$ cat config.mk
export PLATFORM = sky130hd
export DESIGN_NAME = ddf_flag_bank
export DESIGN_NICKNAME = d
export VERILOG_FILES = /design/src/core/ddf_pkg.sv /design/src/core/ddf_flag_bank.sv /design/src/core/ddf_sticky.sv
export SDC_FILE = /design/constraint.sdc
export NUM_CORES = 1
export LEC_CHECK = 0
export BUFFER_PORTS_ARGS = -buffer_cell sky130_fd_sc_hd__buf_4
export CAP_MARGIN = 10
export CORE_ASPECT_RATIO = 2
export CORE_UTILIZATION = 37
export CTS_CLUSTER_SIZE = 30
export DETAILED_ROUTE_END_ITERATION = 7
export HOLD_SLACK_MARGIN = 0.06
export PLACE_DENSITY = 0.81
export SLEW_MARGIN = 20
export SYNTH_ARGS = -nofsm -noshare
export SYNTH_HDL_FRONTEND = slang
export SYNTH_SLANG_ARGS = --single-unit
export TNS_END_PERCENT = 50
$ cat constraint.sdc
create_clock -name i_clock -period 1.8 [get_ports i_clock]
set_input_delay 0.27 -clock i_clock [delete_from_list [all_inputs] [get_ports i_clock]]
set_output_delay 0.27 -clock i_clock [all_outputs]
set_load 0.01 [all_outputs]
$ cat src/core/ddf_pkg.sv
/*
 digital fault flag register: constants for readback selection codes,
 field positions and reset values.
 assumes: used by the flag bank and the testbench.
*/
package ddf_pkg;
	localparam int DDF_DATA_W = 24;
	localparam int DDF_ADDR_W = 5;
	// readback selection codes
	localparam logic [4:0] DDF_SEL_FIRST = 5'h05;
	localparam logic [4:0] DDF_SEL_LAST = 5'h18;
	localparam logic [4:0] DDF_SEL_RSV_LO = 5'h19;
	localparam logic [4:0] DDF_SEL_RSV_HI = 5'h1B;
	localparam logic [4:0] DDF_SEL_ID3 = 5'h1C;
	localparam logic [4:0] DDF_SEL_DIAG_EN = 5'h10;
	localparam logic [4:0] DDF_SEL_FLAGS = 5'h14;
	// field positions
	localparam int DDF_B_PIN = 21;
	localparam int DDF_B_ADDR_LO = 16;
	localparam int DDF_B_REFRESH = 15;
	localparam int DDF_B_SLEW = 14;
	localparam int DDF_B_RESET = 13;
	localparam int DDF_B_LINK = 12;
	localparam int DDF_B_WDOG = 11;
	localparam int DDF_B_PARITY = 9;
	localparam int DDF_B_LATCH = 8;
	localparam logic [23:0] DDF_FLAGS_RESET = 24'h14A000;
	localparam int DDF_NSTICKY = 5;
endpackage

$ cat src/core/ddf_flag_bank.sv
/*
 digital fault flag register and readback selection.
 holds the sticky fault flags, the self-clearing refresh and slew flags,
 the fault pin status and the register address of the readback word.
 assumes: the serial front end decodes frames and presents a one-cycle
 write strobe with data for this register, plus the selection code.
 the refresh and slew engines report their activity on level inputs,
 and the fault pin level comes in already synchronised.
 the readback word is registered, so it follows a new selection code
 one clock later; reserved codes are not refused here, only flagged,
 and they still return the other register with the code in bits 20:16.
 the flag word itself is combinational, so the live bits follow their
 inputs in the same cycle.
*/
// Functional notes
// - codes 0x05..0x18 and 0x1C select registers; 0x19..0x1B are never used.
// - after reset the flag register reads 0x14A000 while the fault pin is high and the output does not slew.
// - sticky flags hold until a written one updates them to their condition.
// - refresh and slew flags clear by themselves when their activity ends.
// - a flag whose enable is off reads as zero.
// - bit 21 shows the inverted level of the fault pin.
// - bit 15 is one while a refresh is pending and one after power-up.
// - a write changing the range bits starts a refresh and sets bit 15.
// - bit 14 is one while the output slews.
// - bit 13 is set by any reset and held until a written one.
// - bit 12 latches an interdie link error.
// - bit 11 latches a watchdog timeout.
// - bit 9 latches a parity error when read-and-compare is enabled.
// - bit 8 latches a latch mismatch.
`timescale 1ns/1ns
module ddf_flag_bank
	import ddf_pkg::*;
(
	// clock and reset
	input wire logic i_clock,
	input wire logic i_nrst,
	// register write strobe
	input wire logic i_flags_write,
	input wire logic [23:0] i_flags_wdata,
	// readback selection and contents of other registers
	input wire logic [4:0] i_readback_select,
	input wire logic [23:0] i_other_rdata,
	// range bits of the converter configuration
	input wire logic i_config_write,
	input wire logic [3:0] i_range_new,
	input wire logic [3:0] i_range_now,
	// activity from the refresh and slew engines
	input wire logic i_refresh_done,
	input wire logic i_slew_active,
	// fault conditions
	input wire logic i_interdie_link_error,
	input wire logic i_watchdog_timeout_flag,
	input wire logic i_interdie_parity_error,
	input wire logic i_latch_mismatch_flag,
	input wire logic i_fault_pin,
	// diagnostic enables
	input wire logic i_en_link,
	input wire logic i_en_wdog,
	input wire logic i_en_parity,
	input wire logic i_en_latch,
	// outputs
	output logic [23:0] o_digital_fault_flags,
	output logic [23:0] o_readback_word,
	output logic o_refresh_start,
	output logic o_select_reserved
);
	typedef struct packed {
		logic refresh;
		logic [23:0] rdata;
	} ddf_bank_state_t;

	ddf_bank_state_t state;
	ddf_bank_state_t next_state;
	logic [DDF_NSTICKY-1:0] ev;
	logic [DDF_NSTICKY-1:0] upd;
	logic [DDF_NSTICKY-1:0] flag;
	logic [23:0] flags_word;
	logic range_change;

	// flag cell order in ev, upd and flag
	localparam int F_LATCH = 0;
	localparam int F_PARITY = 1;
	localparam int F_WDOG = 2;
	localparam int F_LINK = 3;
	localparam int F_RESET = 4;

	// ------------------------------------------------------------
	// fault events and host updates
	// ------------------------------------------------------------
	// events are gated at the source, so a disabled flag cannot be set
	always_comb begin
		ev = '0;
		ev[F_LINK] = i_interdie_link_error & i_en_link;
		ev[F_WDOG] = i_watchdog_timeout_flag & i_en_wdog;
		ev[F_PARITY] = i_interdie_parity_error & i_en_parity;
		ev[F_LATCH] = i_latch_mismatch_flag & i_en_latch;
	end

	// a written one refreshes a flag to its present condition
	always_comb begin
		upd = '0;
		if (i_flags_write) begin
			upd[F_RESET] = i_flags_wdata[DDF_B_RESET];
			upd[F_LINK] = i_flags_wdata[DDF_B_LINK];
			upd[F_WDOG] = i_flags_wdata[DDF_B_WDOG];
			upd[F_PARITY] = i_flags_wdata[DDF_B_PARITY];
			upd[F_LATCH] = i_flags_wdata[DDF_B_LATCH];
		end
	end

	// ------------------------------------------------------------
	// sticky flag cells
	// ------------------------------------------------------------
	// the reset flag has no event: only a reset sets it
	ddf_sticky #(
		.RESET_VALUE(DDF_FLAGS_RESET[DDF_B_RESET])
	) u_flag_reset (
		.i_clock(i_clock),
		.i_nrst(i_nrst),
		.i_event(ev[F_RESET]),
		.i_update(upd[F_RESET]),
		.o_flag(flag[F_RESET])
	);

	ddf_sticky #(
		.RESET_VALUE(DDF_FLAGS_RESET[DDF_B_LINK])
	) u_flag_link (
		.i_clock(i_clock),
		.i_nrst(i_nrst),
		.i_event(ev[F_LINK]),
		.i_update(upd[F_LINK]),
		.o_flag(flag[F_LINK])
	);

	ddf_sticky #(
		.RESET_VALUE(DDF_FLAGS_RESET[DDF_B_WDOG])
	) u_flag_wdog (
		.i_clock(i_clock),
		.i_nrst(i_nrst),
		.i_event(ev[F_WDOG]),
		.i_update(upd[F_WDOG]),
		.o_flag(flag[F_WDOG])
	);

	ddf_sticky #(
		.RESET_VALUE(DDF_FLAGS_RESET[DDF_B_PARITY])
	) u_flag_parity (
		.i_clock(i_clock),
		.i_nrst(i_nrst),
		.i_event(ev[F_PARITY]),
		.i_update(upd[F_PARITY]),
		.o_flag(flag[F_PARITY])
	);

	ddf_sticky #(
		.RESET_VALUE(DDF_FLAGS_RESET[DDF_B_LATCH])
	) u_flag_latch (
		.i_clock(i_clock),
		.i_nrst(i_nrst),
		.i_event(ev[F_LATCH]),
		.i_update(upd[F_LATCH]),
		.o_flag(flag[F_LATCH])
	);

	// ------------------------------------------------------------
	// word assembly
	// ------------------------------------------------------------
	// a write of the same range leaves the calibration untouched
	assign range_change = i_config_write && (i_range_new != i_range_now);
	assign o_refresh_start = range_change;

	always_comb begin
		flags_word = '0;
		flags_word[DDF_B_PIN] = ~i_fault_pin;
		flags_word[DDF_B_ADDR_LO +: DDF_ADDR_W] = DDF_SEL_FLAGS;
		flags_word[DDF_B_REFRESH] = state.refresh;
		flags_word[DDF_B_SLEW] = i_slew_active;
		// gating on read hides a held flag while its enable is off
		flags_word[DDF_B_RESET] = flag[F_RESET];
		flags_word[DDF_B_LINK] = flag[F_LINK] & i_en_link;
		flags_word[DDF_B_WDOG] = flag[F_WDOG] & i_en_wdog;
		flags_word[DDF_B_PARITY] = flag[F_PARITY] & i_en_parity;
		flags_word[DDF_B_LATCH] = flag[F_LATCH] & i_en_latch;
	end

	// ------------------------------------------------------------
	// refresh flag and readback register
	// ------------------------------------------------------------
	// a range write that meets the end of a refresh starts a new one,
	// so the new range is never reported as refreshed
	always_comb begin
		next_state = state;
		if (range_change)
			next_state.refresh = 1'h1;
		else if (i_refresh_done)
			next_state.refresh = 1'h0;
		if (i_readback_select == DDF_SEL_FLAGS)
			next_state.rdata = flags_word;
		else begin
			// reserved codes also land here and are only flagged
			next_state.rdata = i_other_rdata;
			next_state.rdata[DDF_B_ADDR_LO +: DDF_ADDR_W] =
				i_readback_select;
		end
	end

	always_ff @(posedge i_clock) begin
		if (!i_nrst) begin
			state.refresh <= DDF_FLAGS_RESET[DDF_B_REFRESH];
			state.rdata <= DDF_FLAGS_RESET;
		end else
			state <= next_state;
	end

	// ------------------------------------------------------------
	// outputs
	// ------------------------------------------------------------
	assign o_digital_fault_flags = flags_word;
	assign o_readback_word = state.rdata;
	assign o_select_reserved = (i_readback_select >= DDF_SEL_RSV_LO) &&
		(i_readback_select <= DDF_SEL_RSV_HI);
endmodule

$ cat src/core/ddf_sticky.sv
/*
 one sticky flag: set by its event, refreshed to the present condition
 when the host writes a one to it.
 assumes: synchronous active-low reset, single clock.
*/
`timescale 1ns/1ns
module ddf_sticky #(
	parameter logic RESET_VALUE = 1'b0
) (
	// clock and reset
	input wire logic i_clock,
	input wire logic i_nrst,
	// condition and host update
	input wire logic i_event,
	input wire logic i_update,
	// flag
	output logic o_flag
);
	typedef struct packed {
		logic flag;
	} ddf_sticky_state_t;

	ddf_sticky_state_t state;
	ddf_sticky_state_t next_state;

	always_comb begin
		next_state = state;
		if (i_update)
			next_state.flag = i_event;
		else if (i_event)
			next_state.flag = 1'b1;
	end

	always_ff @(posedge i_clock) begin
		if (!i_nrst)
			state <= '{flag: RESET_VALUE};
		else
			state <= next_state;
	end

	assign o_flag = state.flag;
endmodule

Yosys cells after proc, flatten, opt, wreduce, memory -nomap -nowiden
Cells that the tools add are included.
- magnitude comparators: 2
- eq/ne operators: 2
- mux-type cells: 10
- bitwise logic cells: 10
- reduce and logical (&&, ||, !) cells: 8
- operators by type and width (cell ; number):
    2-to-1 mux 22 bit ; 1
    AND 1 bit ; 8
    2-to-1 mux 1 bit ; 8
    nonzero test 2 bit ; 4
    equality test 5 bit, second input constant ; 1
    greater-or-equal comparator 5 bit, second input constant ; 1
    <= comparator 5 bit, second input constant ; 1
    2-to-1 mux 5 bit ; 1
    != test 4 bit ; 1
    OR reduction 2 bit ; 2
    logical AND 1 bit ; 2
    NOT 1 bit ; 2
- register bits: 30
- input port bits: 76

Longest topological paths before layout
Gate-level depths: netlist of the first run.
- depth in word-level cells: 3
- depth in mapped cells: 4
- mapped depth without buffers: 3

By module
Synthesis of the first run repeated with hierarchy kept, for this count alone.
- cell total of the unflattened synthesis: 131
- area, all modules: 1323.8 um2
- modules (own cells, without submodules) (module ; instances ; cells an instance ; area an instance (um2)):
    ddf_flag_bank ; 1 ; 116 ; 1124.8
    ddf_sticky (u_flag_latch ...) ; 4 ; 3 ; 41.3
    ddf_sticky (u_flag_reset) ; 1 ; 3 ; 33.8

Worst setup path after synthesis of the first run
No wires, ideal clock.
- path kind: input to register
- start: input i_readback_select[1]
- end: register state (netlist bit o_readback_word[13])
- arrival: 1108 ps
- path slack: 559 ps
- stages on the path: 4
- path buffers: 1
- cells stage by stage: or4b_1 -> buf_2 -> o21ai_1 -> nand3_1
- cells in the longest elaborated chain, start to end: 2
- ends and longest elaborated chain (what ; line ; text):
    start: declaration ; ddf_flag_bank.sv:41 ; input wire logic [4:0] i_readback_select,
    equality test 5 bit ; ddf_flag_bank.sv:197 ; if (i_readback_select == DDF_SEL_FLAGS)
    2-to-1 mux 22 bit ; ddf_flag_bank.sv:197 ;
    end signal: assignment ; ddf_flag_bank.sv:212 ; state <= next_state;
    end: declaration ; ddf_flag_bank.sv:72 ; ddf_bank_state_t state;
No other way between the ends.
A chain may end at the register's enable or synchronous reset.

Worst setup path in the final report of the first run
- start: input i_range_now[1]
- end: output o_refresh_start
- cells in the longest elaborated chain, start to end: 2
- ends and longest elaborated chain (what ; line ; text):
    start: declaration ; ddf_flag_bank.sv:46 ; input wire logic [3:0] i_range_now,
    != test 4 bit ; ddf_flag_bank.sv:169 ; assign range_change = i_config_write && (i_range_new != i_range_now);
    logical AND 1 bit ; ddf_flag_bank.sv:169 ;
    end: declaration ; ddf_flag_bank.sv:64 ; output logic o_refresh_start,
No other way between the ends.

==> summary.md, run 1 <==
| Metric | Value |
|---|---|
| Hold_sp | `i_readback_select[2]` |
| DRC errors left | `0` |
| Synth cell types | `26` |
| Die Y | `83.25 microns` |
| Tcrit/Tclk final | `78.07%` |
| Total CTS buffers | `5` |
| Synth Warn # | `0` |
| Top fanout value on the critical path | `2` |
| Die X | `42.63 microns` |
| Layout fillers | `310` |
| Hold Path End | `o_readback_word[18]` |
| Leading area contributor after synthesis | `dfxtp_1` |
| Internal power | `1.260 mW` |
| Slowest stage delay, CP | `450 ps` |
| R2r endpoint | `o_readback_word[12]` |
| Core Region | `3157 sq um` |
| CP Class | `in2out` |
| Minimum clock period | `1405 ps` |
| Vias | `approximately 1,100` |
| Final nets | `slightly below 300` |
| Cell Area, Placed | `1782 sq um` |
| ANT nets after route | `0` |
| Number of global-route vias before repair | `1,112` |
| Drt pass-1 iters | `3` |
| Switching Share | `22.10%` |
| Req. time, crit path | `1530 ps` |
| Fmax | `711.6 MHz` |
| CTS Sinks | `30` |
| Initial antenna violation count | `0` |
| # setup viols final | `0` |
| Switch Pwr | `0.3574 mW` |
| First-pass GRT wire length | `4.526 mm` |
| Clock power frac | `approximately two fifths` |
| Status | `finished clean` |
| DP Wirelength | `around 2.3 mm` |
| Routed WL per cell | `approximately 11 microns` |
| Cell Area, Synth | `1221 sq um` |
| Post-Route WL | `2.786 mm` |
| Yosys reg bits | `30` |
| Design area | `1891 sq um` |
| Setup crit start kind | `input port` |
| CTS tree | `yes` |
| 1st-iter DRT viols | `11` |
| Total buffers and inverters traversed by the critical path | `2` |
| CTS H-tree depth | `2` |
| CP top delay family | `compound AO/OA/AOI/OAI gates` |
| Cell count of the worst hold path | `2` |
| Clk_lat worst skew | `270 ps` |
| CTS hold repair buffers | `0` |
| Root buffer cell | `clkbuf_8` |
| Final Max Slew Viols | `0` |
| Post-cts sizing count | `0` |
| Final Skew | `2.509 ps` |
| Pwr/cell area | `855.5 nW/um^2` |
| Post-Syn Instances | `130` |
| Setup repair bufs after CTS | `0` |
| Setup_tns | `0 ps` |
| Fin. Hold Viols | `0` |
| Worst reg2reg path startpoint | `u_flag_link.o_flag` |
| Die area | `3548 sq um` |
| Total power | `1.617 mW` |
| Largest net degree at the start of global routing | `21` |
| Worst-case clock buffer depth | `2` |
| Layout cell share with drive strength beyond 1 | `45.79%` |
| Post-synthesis sequential area ratio | `between 40% and 50%` |
| RD Place Congestion | `approximately 0.72` |
| Mean Syn Cell Area | `9.394 sq um` |
| WP data arrival | `1140 ps` |
| Sequential share of power | `44.2%` |
| RSZ-0062 raised after global routing | `no` |
| Max IR drop VDD | `between 0.5 and 0.6 mV` |
| R2r worst-path depth | `3` |
| Antenna diode count | `0` |
| Gate power share | `around 16%` |
| Top cells by area, synth | `dfxtp_1 49%, buf_4 11%, and3_1 5.6%` |
| Starting Density | `38.68%` |
| Vias per Instance | `4.653` |
| Number of top-level pins | `~130` |
| Critical Path End Type | `output port` |
| Total GRT Usage | `16.64%` |
| Slowest cell on the critical path | `o41a_1` |
| Worst R2R Setup Slack | `about 1000 ps` |
| Gr ovfl total | `0` |
| Max-Cap Viols | `0` |
| CP Cell Sequence | `buf_4, xor2_1, o41a_1, buf_4` |
| Reg clk slew, reported paths | `60 ps` |
| Most frequent cell on the critical path | `buf_4` |
| Leak | `0.9742 nW` |
| Synthesis-to-finish area growth | `54.82%` |
| Hold Crit Class | `in2reg` |
| Row count | `29` |
| Port buffer count | `85` |
| Synth top area share | `49.18%` |
[stage by stage]
step / setup WS [ps] / hold slack (ps) / std cells / utilization, %
finish: 394.8 / 212.1 / 245 / 59.89
global route: 354.2 / 206.5 / 245 / 59.89
CTS: 393.2 / 209.1 / 245 / 59.89
detailed placement: 297.4 / 458.0 / 237 / 56.44
global placement: 304.6 / 454.8 / 237 / 56.44
floorplan: 558.9 / 371.5 / 144 / -
[Yosys cell counts]
| cell type | n |
|---|---|
| nor2_1 | 5 |
| nand2_2 | 1 |
| or4b_1 | 1 |
| and2_1 | 6 |
| buf_6 | 1 |
| inv_1 | 3 |
| conb_1 | 2 |
| a21oi_1 | 6 |
| xor2_1 | 4 |
| and2_2 | 1 |
| nand2_1 | 8 |
| inv_2 | 1 |
| nor4b_4 | 1 |
| a22oi_1 | 4 |
| clkbuf_8 | 1 |
| a211o_1 | 1 |
| clkbuf_1 | 3 |
| o41a_1 | 1 |
| and3_1 | 11 |
| buf_2 | 1 |
| o21ai_1 | 8 |
| o211ai_1 | 1 |
| nand2b_1 | 1 |
| nand3_1 | 10 |
| buf_4 | 18 |
| dfxtp_1 | 30 |
[flip-flops by register name (all words and copies together) (netlist names)]
name	count
o_digital_fault_flags	1
o_readback_word	24
u_flag_link.o_flag	1
u_flag_parity.o_flag	1
u_flag_reset.o_flag	1
u_flag_latch.o_flag	1
u_flag_wdog.o_flag	1
[metal layers]
metal / vias to the layer above / track usage (%) / share of wire [%]
li1: 565 / - / -
met1: 498 / 14.01 / 30
met2: 72 / 31.96 / 58
met3: 5 / 6.304 / 10
met4: 0 / 6.818 / 1.7
met5: - / 0 / 0
[placed cells by master (no fill, tap or decap)]
cell type and count:
or4b_1 1, conb_1 16, inv_2 1, and3_1 11, buf_4 86, o21ai_1 8
a211o_1 1, xor2_1 4, inv_1 3, clkbuf_8 5, nand3_1 10, a22oi_1 4
bufinv_16 1, clkinv_2 2, nand2_2 1, and2_1 6, o41a_1 1, and2_2 1
nor2_1 5, a21oi_1 6, o211ai_1 1, nor4b_4 1, nand2_1 8, dfxtp_1 30
nand2b_1 1
[power groups by stage]
stage / Sequential, mW / Clock (mW) / Combinational, mW
global placement: 0.729 / 0 / 0.262
CTS: 0.715 / 0.659 / 0.267
floorplan: 0.745 / 0 / 0.117
detailed placement: 0.730 / 0 / 0.266
finish: 0.715 / 0.639 / 0.263
global route: 0.718 / 0.690 / 0.288
[cell type report]
type	instances	area, sq um	area share (%)
tap	31	38.79	2.052
timing repair buffer	86	645.6	34.15
clock buffer	5	68.82	3.640
clock inverter	3	40.04	2.118
inverter	4	15.01	0.7942
sequential	30	600.6	31.77
multi-input combinational	86	481.7	25.48
[worst max path at each step]
stage / from / to / slack (ps) / depth (start not counted)
4_1_cts: i_range_now[1] / o_refresh_start / 390 / 4
6_report: i_range_now[1] / o_refresh_start / 390 / 4
5_1_grt: i_range_now[1] / o_refresh_start / 350 / 4
2_1_floorplan: i_readback_select[1] / o_readback_word[13] / 560 / 4
3_5_place_dp: i_readback_select[1] / o_readback_word[21] / 300 / 4
3_3_place_gp: i_readback_select[1] / o_readback_word[21] / 300 / 4
[kinds of logic (layout without fill, tap and decap cells)]
family,after synthesis,in the layout,synth area share [%]
buffers and inverters,28,98,15.68
AO/OA/AOI/OAI,21,21,10.45
AND/OR/NAND/NOR,45,45,21.21
other,2,16,0.6150
XOR/XNOR,4,4,2.869
flip-flops,30,30,49.18
(Power assumes the default switching activity.)
==> inputs of run 2 (changes only) <==
ABC_AREA = 1   (was default)
CORE_UTILIZATION = 35   (was 37)
PLACE_DENSITY = 0.76   (was 0.81)
clock period = 1.4 ns   (was 1.8 ns; I/O delays follow)
==> summary.md, run 2 <==
| Metric | Value |
|---|---|
| Synth cell types | `14 (was 26)` |
| Antenna diode count | `0 (unchanged)` |
| Pwr/cell area | `976.4 nW/um^2 (was 855.5 nW/um^2)` |
| Layout fillers | `328 (was 310)` |
| WP data arrival | `850 ps (was 1140 ps)` |
| Die area | `3870 sq um (was 3548 sq um)` |
| Setup_tns | `0 ps (unchanged)` |
| Post-synth top cells | `44 x nand2_1, 35 x inv_1, 30 x dfxtp_1 (was 30 x dfxtp_1, 18 x buf_4, 11 x and3_1)` |
| Fin cells | `311 (was 245)` |
| Number of global-route vias before repair | `1,051 (was 1,112)` |
| Final nets | `339 (was 289)` |
| Yosys reg bits | `30 (unchanged)` |
| Routed WL per cell | `8.785 microns (was 11.37 microns)` |
| Post-cts sizing count | `0 (unchanged)` |
| Logic depth of the worst setup path including buffers | `3 (was 4)` |
| Critical Path End Type | `output port (unchanged)` |
| Final Max Slew Viols | `0 (unchanged)` |
| Initial antenna violation count | `0 (unchanged)` |
| DP Wirelength | `2.282 mm (was 2.272 mm)` |
| Synth top area share | `47.52% (was 49.18%)` |
| Setup repair bufs after CTS | `0 (unchanged)` |
| Tcrit/Tclk final | `75.98%` |
| CP startpoint | `u_flag_latch.o_flag (was i_range_now[1])` |
| Total GRT Usage | `14.62% (was 16.64%)` |
| Final Skew | `5.712 ps (was 2.509 ps)` |
| Vias | `1,220 (was 1,140)` |
| Leak | `1.167 nW (was 0.9742 nW)` |
| Starting Density | `37.00% (was 38.68%)` |
| CTS H-tree depth | `2 (unchanged)` |
| First-pass GRT wire length | `4.071 mm (was 4.526 mm)` |
| Req. time, crit path | `1190 ps (was 1530 ps)` |
| Post-Route WL | `2.732 mm (was 2.786 mm)` |
| Worst reg2reg path startpoint | `u_flag_latch.o_flag (was u_flag_link.o_flag)` |
| Most common cell in the netlist | `nand2_1 (was dfxtp_1)` |
| DRC errors left | `0 (unchanged)` |
| R2r endpoint | `o_readback_word[8] (was o_readback_word[12])` |
| Max-Cap Viols | `0 (unchanged)` |
| Vias per Instance | `3.923 (was 4.653)` |
| Top cells by area, synth | `dfxtp_1 48%, nand2_1 13%, buf_4 12% (was dfxtp_1 49%, buf_4 11%, and3_1 5.6%)` |
| Core Region | `3416 sq um (was 3157 sq um)` |
| ANT nets after route | `0 (unchanged)` |
| Total power | `1.894 mW (was 1.617 mW)` |
| Root buffer cell | `clkbuf_8 (unchanged)` |
| RSZ-0062 raised after global routing | `no (unchanged)` |
| Number of top-level pins | `126 (unchanged)` |
| Setup ws final | `336.3 ps (was 394.8 ps)` |
| Layout cell share with drive strength beyond 1 | `36.88% (was 45.79%)` |
| Synth Warn # | `0 (unchanged)` |
| Worst R2R Setup Slack | `660 ps (was 1040 ps)` |
| Commonest non-fill, non-tap cell in the layout | `buf_4 (unchanged)` |
| CP top delay family | `flip-flops (was compound AO/OA/AOI/OAI gates)` |
| R2r worst-path depth | `4 (was 3)` |
| Row count | `30 (was 29)` |
| Synthesis-to-finish area growth | `53.47% (was 54.82%)` |
| RD Place Congestion | `0.7049 (was 0.7246)` |
| CTS Sinks | `30 (unchanged)` |
| Cell Area, Synth | `1264 sq um (was 1221 sq um)` |
| Fin. Hold Viols | `0 (unchanged)` |
| Slowest stage delay, CP | `330 ps (was 450 ps)` |
| Placed insts | `304 (was 237)` |
| Leading area contributor after synthesis | `dfxtp_1 (unchanged)` |
| Setup slack at placement | `244.2 ps (was 297.4 ps)` |
| Design area | `1939 sq um (was 1891 sq um)` |
| CP Class | `reg2out (was in2out)` |
| Top fanout value on the critical path | `2 (unchanged)` |
| Clk_lat worst skew | `270 ps (about the same)` |
| Total buffers and inverters traversed by the critical path | `2 (unchanged)` |
| Setup crit start kind | `register (was input port)` |
| Largest net degree at the start of global routing | `15 (was 21)` |
| Port buffer count | `85 (unchanged)` |
| Max IR drop VDD | `0.5732 mV (was 0.5947 mV)` |
| Minimum clock period | `1064 ps` |
| Worst-case clock buffer depth | `2 (unchanged)` |
| Mean Syn Cell Area | `7.140 sq um (was 9.394 sq um)` |
| Synth async-reset ratio | `0% (unchanged)` |
| # setup viols final | `0 (unchanged)` |
| Post-Syn Instances | `177 (was 130)` |
| Hold Crit Class | `in2reg (unchanged)` |
| CTS hold repair buffers | `0 (unchanged)` |
| Die X | `44.49 microns (was 42.63 microns)` |
| Most frequent cells in the layout | `86 x buf_4, 44 x nand2_1, 35 x inv_1, 30 x dfxtp_1, 29 x nor2_1 (was 86 x buf_4, 30 x dfxtp_1, 16 x conb_1, 11 x and3_1, 10 x nand3_1)` |
| Post-synth EDFFs | `0 (unchanged)` |
| Fmax | `940.1 MHz` |
| Drt pass-1 iters | `2 (was 3)` |
| CP Cell Sequence | `nand2_1, inv_1, buf_4 (was buf_4, xor2_1, o41a_1, buf_4)` |
| Max FFs per register | `24 (unchanged)` |
| Die Y | `86.98 microns (was 83.25 microns)` |
| Total CTS buffers | `5 (unchanged)` |
| Cell Area, Placed | `1861 sq um (was 1782 sq um)` |
| Post-synthesis sequential area ratio | `47.52% (was 49.18%)` |
| Status | `finished clean (unchanged)` |
| Reg clk slew, reported paths | `60 ps (about the same)` |
| Prevailing post-synth register cell | `dfxtp_1 (unchanged)` |
| 1st-iter DRT viols | `9 (was 11)` |
| CTS tree | `yes (unchanged)` |
| Critical Path Sink | `o_digital_fault_flags[8] (was o_refresh_start)` |
| Gr ovfl total | `0 (unchanged)` |
| Slowest cell on the critical path | `dfxtp_1 (was o41a_1)` |
[run 2: cell types whose count changed after synthesis, sizes merged, moves of 6 or more]
cell   delta
and2      -7
and3     -11
inv      +31
nand2    +36
nand3     -6
nor2     +25
[run 2: layer usage]
metal	up-vias	share of wire, %	GRT usage (%)
met5	-	0	0
met4	0	2.1	9.917
met3	4	8.1	4.979
met2	65	58	29.28
met1	510	32	9.910
li1	641	-	-
[run 2: how the worst min path moves through the flow]
stage	startpoint	to	slack (ps)	depth (start not counted)
2_1_floorplan	i_readback_select[3]	o_readback_word[19]	310	2
3_3_place_gp	i_readback_select[3]	o_readback_word[19]	420	3
3_5_place_dp	i_readback_select[3]	o_readback_word[19]	430	3
4_1_cts	i_readback_select[3]	o_readback_word[19]	130	3
5_1_grt	i_readback_select[2]	o_readback_word[18]	150	3
6_report	i_readback_select[3]	o_readback_word[19]	140	3
[run 2: power by group]
group          leakage (nW)  switching [mW]  internal (mW)
clock                0.0438           0.298          0.332
combinational         0.873           0.153          0.190
sequential            0.250          0.0157          0.904
total                  1.17           0.467           1.43
[run 2: cell families after synthesis]
logic type / count (synthesis) / share of synthesized area [%]
buf+inv: 56 / 23.17
other cells: 2 / 0.5943
simple gates: 80 / 25.15
flops: 30 / 47.53
compound gates: 9 / 3.564
[run 2: worst reg2reg max path: cells and delay by family (launching register included)]
kind / cells / cell delay [ps]
flops: 1 / 310
compound gates: 1 / 160
simple gates: 2 / 110
buf+inv: 1 / 50
[run 2: final cells by class]
cell class	instances	area (sq um)	share of cell area [%]
Multi-Input combinational cell	105	422.9	21.81
Tap cell	48	60.06	3.097
Sequential cell	30	600.6	30.97
Clock buffer	5	68.82	3.548
Timing Repair Buffer	86	645.6	33.29
Inverter	35	131.4	6.774
Clock inverter	2	10.01	0.5161
[run 2: per-stage QoR]
stage               util, %  hold WS, ps
detailed placement    54.47        425.0
CTS                   56.78        134.5
finish                56.78        142.0
floorplan                 -        307.6
global route          56.78        148.6
global placement      54.47        416.3
==> inputs of run 3 (changes only) <==
clock period = 1 ns   (was 1.4 ns; I/O delays follow)
==> summary.md, run 3 (same netlist as run 2, synthesis figures left out) <==
| Metric | Value |
|---|---|
| Status | `finished clean (unchanged)` |
| Total CTS buffers | `5 (unchanged)` |
| Met1 wire length | `861 microns (unchanged)` |
| Row count | `30 (unchanged)` |
| Number of top-level pins | `126 (unchanged)` |
| CTS H-tree depth | `2 (unchanged)` |
| Routed WL per cell | `8.984 microns (was 8.785 microns)` |
| Setup crit start kind | `register (unchanged)` |
| Critical Path End Type | `output port (unchanged)` |
| Fin. Hold Viols | `0 (unchanged)` |
| Layout cell share with drive strength beyond 1 | `44.28% (was 36.88%)` |
| Worst-case clock buffer depth | `2 (unchanged)` |
| CP top delay family | `flip-flops (unchanged)` |
| Fin cells | `319 (was 311)` |
| Vias | `1,267 (was 1,220)` |
| Final Skew | `2.787 ps (was 5.712 ps)` |
| Reg clk slew, reported paths | `60 ps (about the same)` |
| Placed insts | `308 (was 304)` |
| RD Place Congestion | `0.6911 (was 0.7049)` |
| Clk_lat worst skew | `280 ps (was 270 ps)` |
| Max IR drop VDD | `0.7790 mV (was 0.5732 mV)` |
| CTS tree | `yes (unchanged)` |
| Top Metal Used | `met4 (unchanged)` |
| RSZ-0062 raised after global routing | `yes (was no)` |
| DRC errors left | `0 (unchanged)` |
| ANT nets after route | `0 (unchanged)` |
| Starting Density | `37.00% (unchanged)` |
| # setup viols final | `0 (unchanged)` |
| WP data arrival | `820 ps (was 850 ps)` |
| Req. time, crit path | `850 ps (was 1190 ps)` |
| Synthesis-to-finish area growth | `60.99% (was 53.47%)` |
| 1st-iter DRT viols | `15 (was 9)` |
| Commonest non-fill, non-tap cell in the layout | `buf_4 (unchanged)` |
| Leak | `1.202 nW (was 1.167 nW)` |
| Top fanout value on the critical path | `2 (unchanged)` |
| Die X | `44.49 microns (unchanged)` |
| DP Wirelength | `2.288 mm (was 2.282 mm)` |
| Largest net degree at the start of global routing | `12 (was 15)` |
| Final Max Slew Viols | `0 (unchanged)` |
| Initial antenna violation count | `0 (unchanged)` |
| Slowest cell on the critical path | `dfxtp_2 (was dfxtp_1)` |
| Max FFs per register | `24 (unchanged)` |
| Minimum clock period | `between 900 and 1000 ps` |
| Tcrit/Tclk final | `97.09%` |
| WL met3 | `234 microns (was 220 microns)` |
| CTS Sinks | `30 (unchanged)` |
| Fmax | `1030 MHz` |
| CP Cell Sequence | `nand2_2, inv_2, buf_4 (was nand2_1, inv_1, buf_4)` |
| First-pass GRT wire length | `4.133 mm (was 4.071 mm)` |
| CP Class | `reg2out (unchanged)` |
| Die area | `3870 sq um (unchanged)` |
| Vias per Instance | `3.972 (was 3.923)` |
| Pwr/cell area | `1370 nW/um^2 (was 976.4 nW/um^2)` |
| Max-Cap Viols | `0 (unchanged)` |
| Port buffer count | `85 (unchanged)` |
| Post-Route WL | `2.866 mm (was 2.732 mm)` |
| Root buffer cell | `clkbuf_8 (unchanged)` |
| Most frequent cells in the layout | `91 x buf_4, 37 x nand2_1, 30 x inv_1, 29 x nor2_1, 26 x dfxtp_1 (was 86 x buf_4, 44 x nand2_1, 35 x inv_1, 30 x dfxtp_1, 29 x nor2_1)` |
| Detail Route met2 WL | `1.699 mm (was 1.592 mm)` |
| Number of global-route vias before repair | `1,057 (was 1,051)` |
| Hold Crit Class | `in2reg (unchanged)` |
| Die Y | `86.98 microns (unchanged)` |
| Total buffers and inverters traversed by the critical path | `2 (unchanged)` |
| Core Region | `3416 sq um (unchanged)` |
| Final nets | `346 (was 339)` |
| Total power | `2.787 mW (was 1.894 mW)` |
| Antenna diode count | `0 (unchanged)` |
| Total GRT Usage | `14.95% (was 14.62%)` |
| Gr ovfl total | `0 (unchanged)` |
| Drt pass-1 iters | `4 (was 2)` |
| Slowest stage delay, CP | `340 ps (was 330 ps)` |
-- run 3: changes by cell type in the layout (fill, tap and decap cells not counted), sizes merged --
cell / before / now
buf: 86 / 93
clkbuf: 5 / 7
clkinv: 2 / 1
-- run 3: cell type report --
class | count | area, sq um
Multi-Input combinational cell | 105 | 440.4
Tap cell | 48 | 60.06
Inverter | 35 | 131.4
Clock inverter | 1 | 5.005
Fill cell | 319 | 1381
Clock buffer | 7 | 86.33
Sequential cell | 30 | 605.6
Timing Repair Buffer | 93 | 705.7
-- run 3: path summary, 6_finish.rpt --
check,to,cells after the start,startpoint,slack (ps)
worst max-delay path,o_digital_fault_flags[12],3,u_flag_link.o_flag,30
worst min-delay path,o_readback_word[15],3,i_other_rdata[15],80
worst min register to register,u_flag_reset.o_flag,2,u_flag_reset.o_flag,470
worst max register to register,o_readback_word[11],5,u_flag_wdog.o_flag,140
-- run 3: report_power, final --
part / total [mW] / switching, mW / internal (mW)
clock network: 0.980 / 0.426 / 0.554
logic: 0.515 / 0.225 / 0.290
registers: 1.29 / 0.0240 / 1.27
-- run 3: worst reg2reg max path, stage by stage, from the launching register on --
cell	delay, ps
dfxtp_2	330
nand2_2	60
inv_2	40
buf_4	120
o21ai_0	150
nor2_1	50
-- run 3: what timing repair did --
action                     CTS  global route
hold buffers                 0             0
hold endpoints to repair     0             0
pin swaps                    0             4
gates resized for setup      4            14
setup buffers                0             3
setup endpoints to repair    3             5
-- run 3: routing by layer --
metal | GRT usage (%) | vias to the layer above
li1 | - | 658
met1 | 10.82 | 532
met2 | 29.28 | 70
met3 | 5.187 | 7
met4 | 9.917 | 0
met5 | 0 | -
-- run 3: metrics by stage --
stage / hold WS (ps) / worst slack (ps) / utilization (%) / cell area (sq um) / TNS [ps]
2_1_floorplan: 247.6 / 183.1 / - / 1316 / 0
3_3_place_gp: 361.8 / -40.69 / 55.35 / 1891 / -521.7
3_5_place_dp: 364.2 / -58.14 / 55.35 / 1891 / -826.4
4_1_cts: 72.66 / 1.641 / 58.13 / 1986 / 0
5_1_grt: 80.17 / -16.81 / 59.56 / 2034 / -24.53
6_report: 82.03 / 29.13 / 59.56 / 2034 / 0
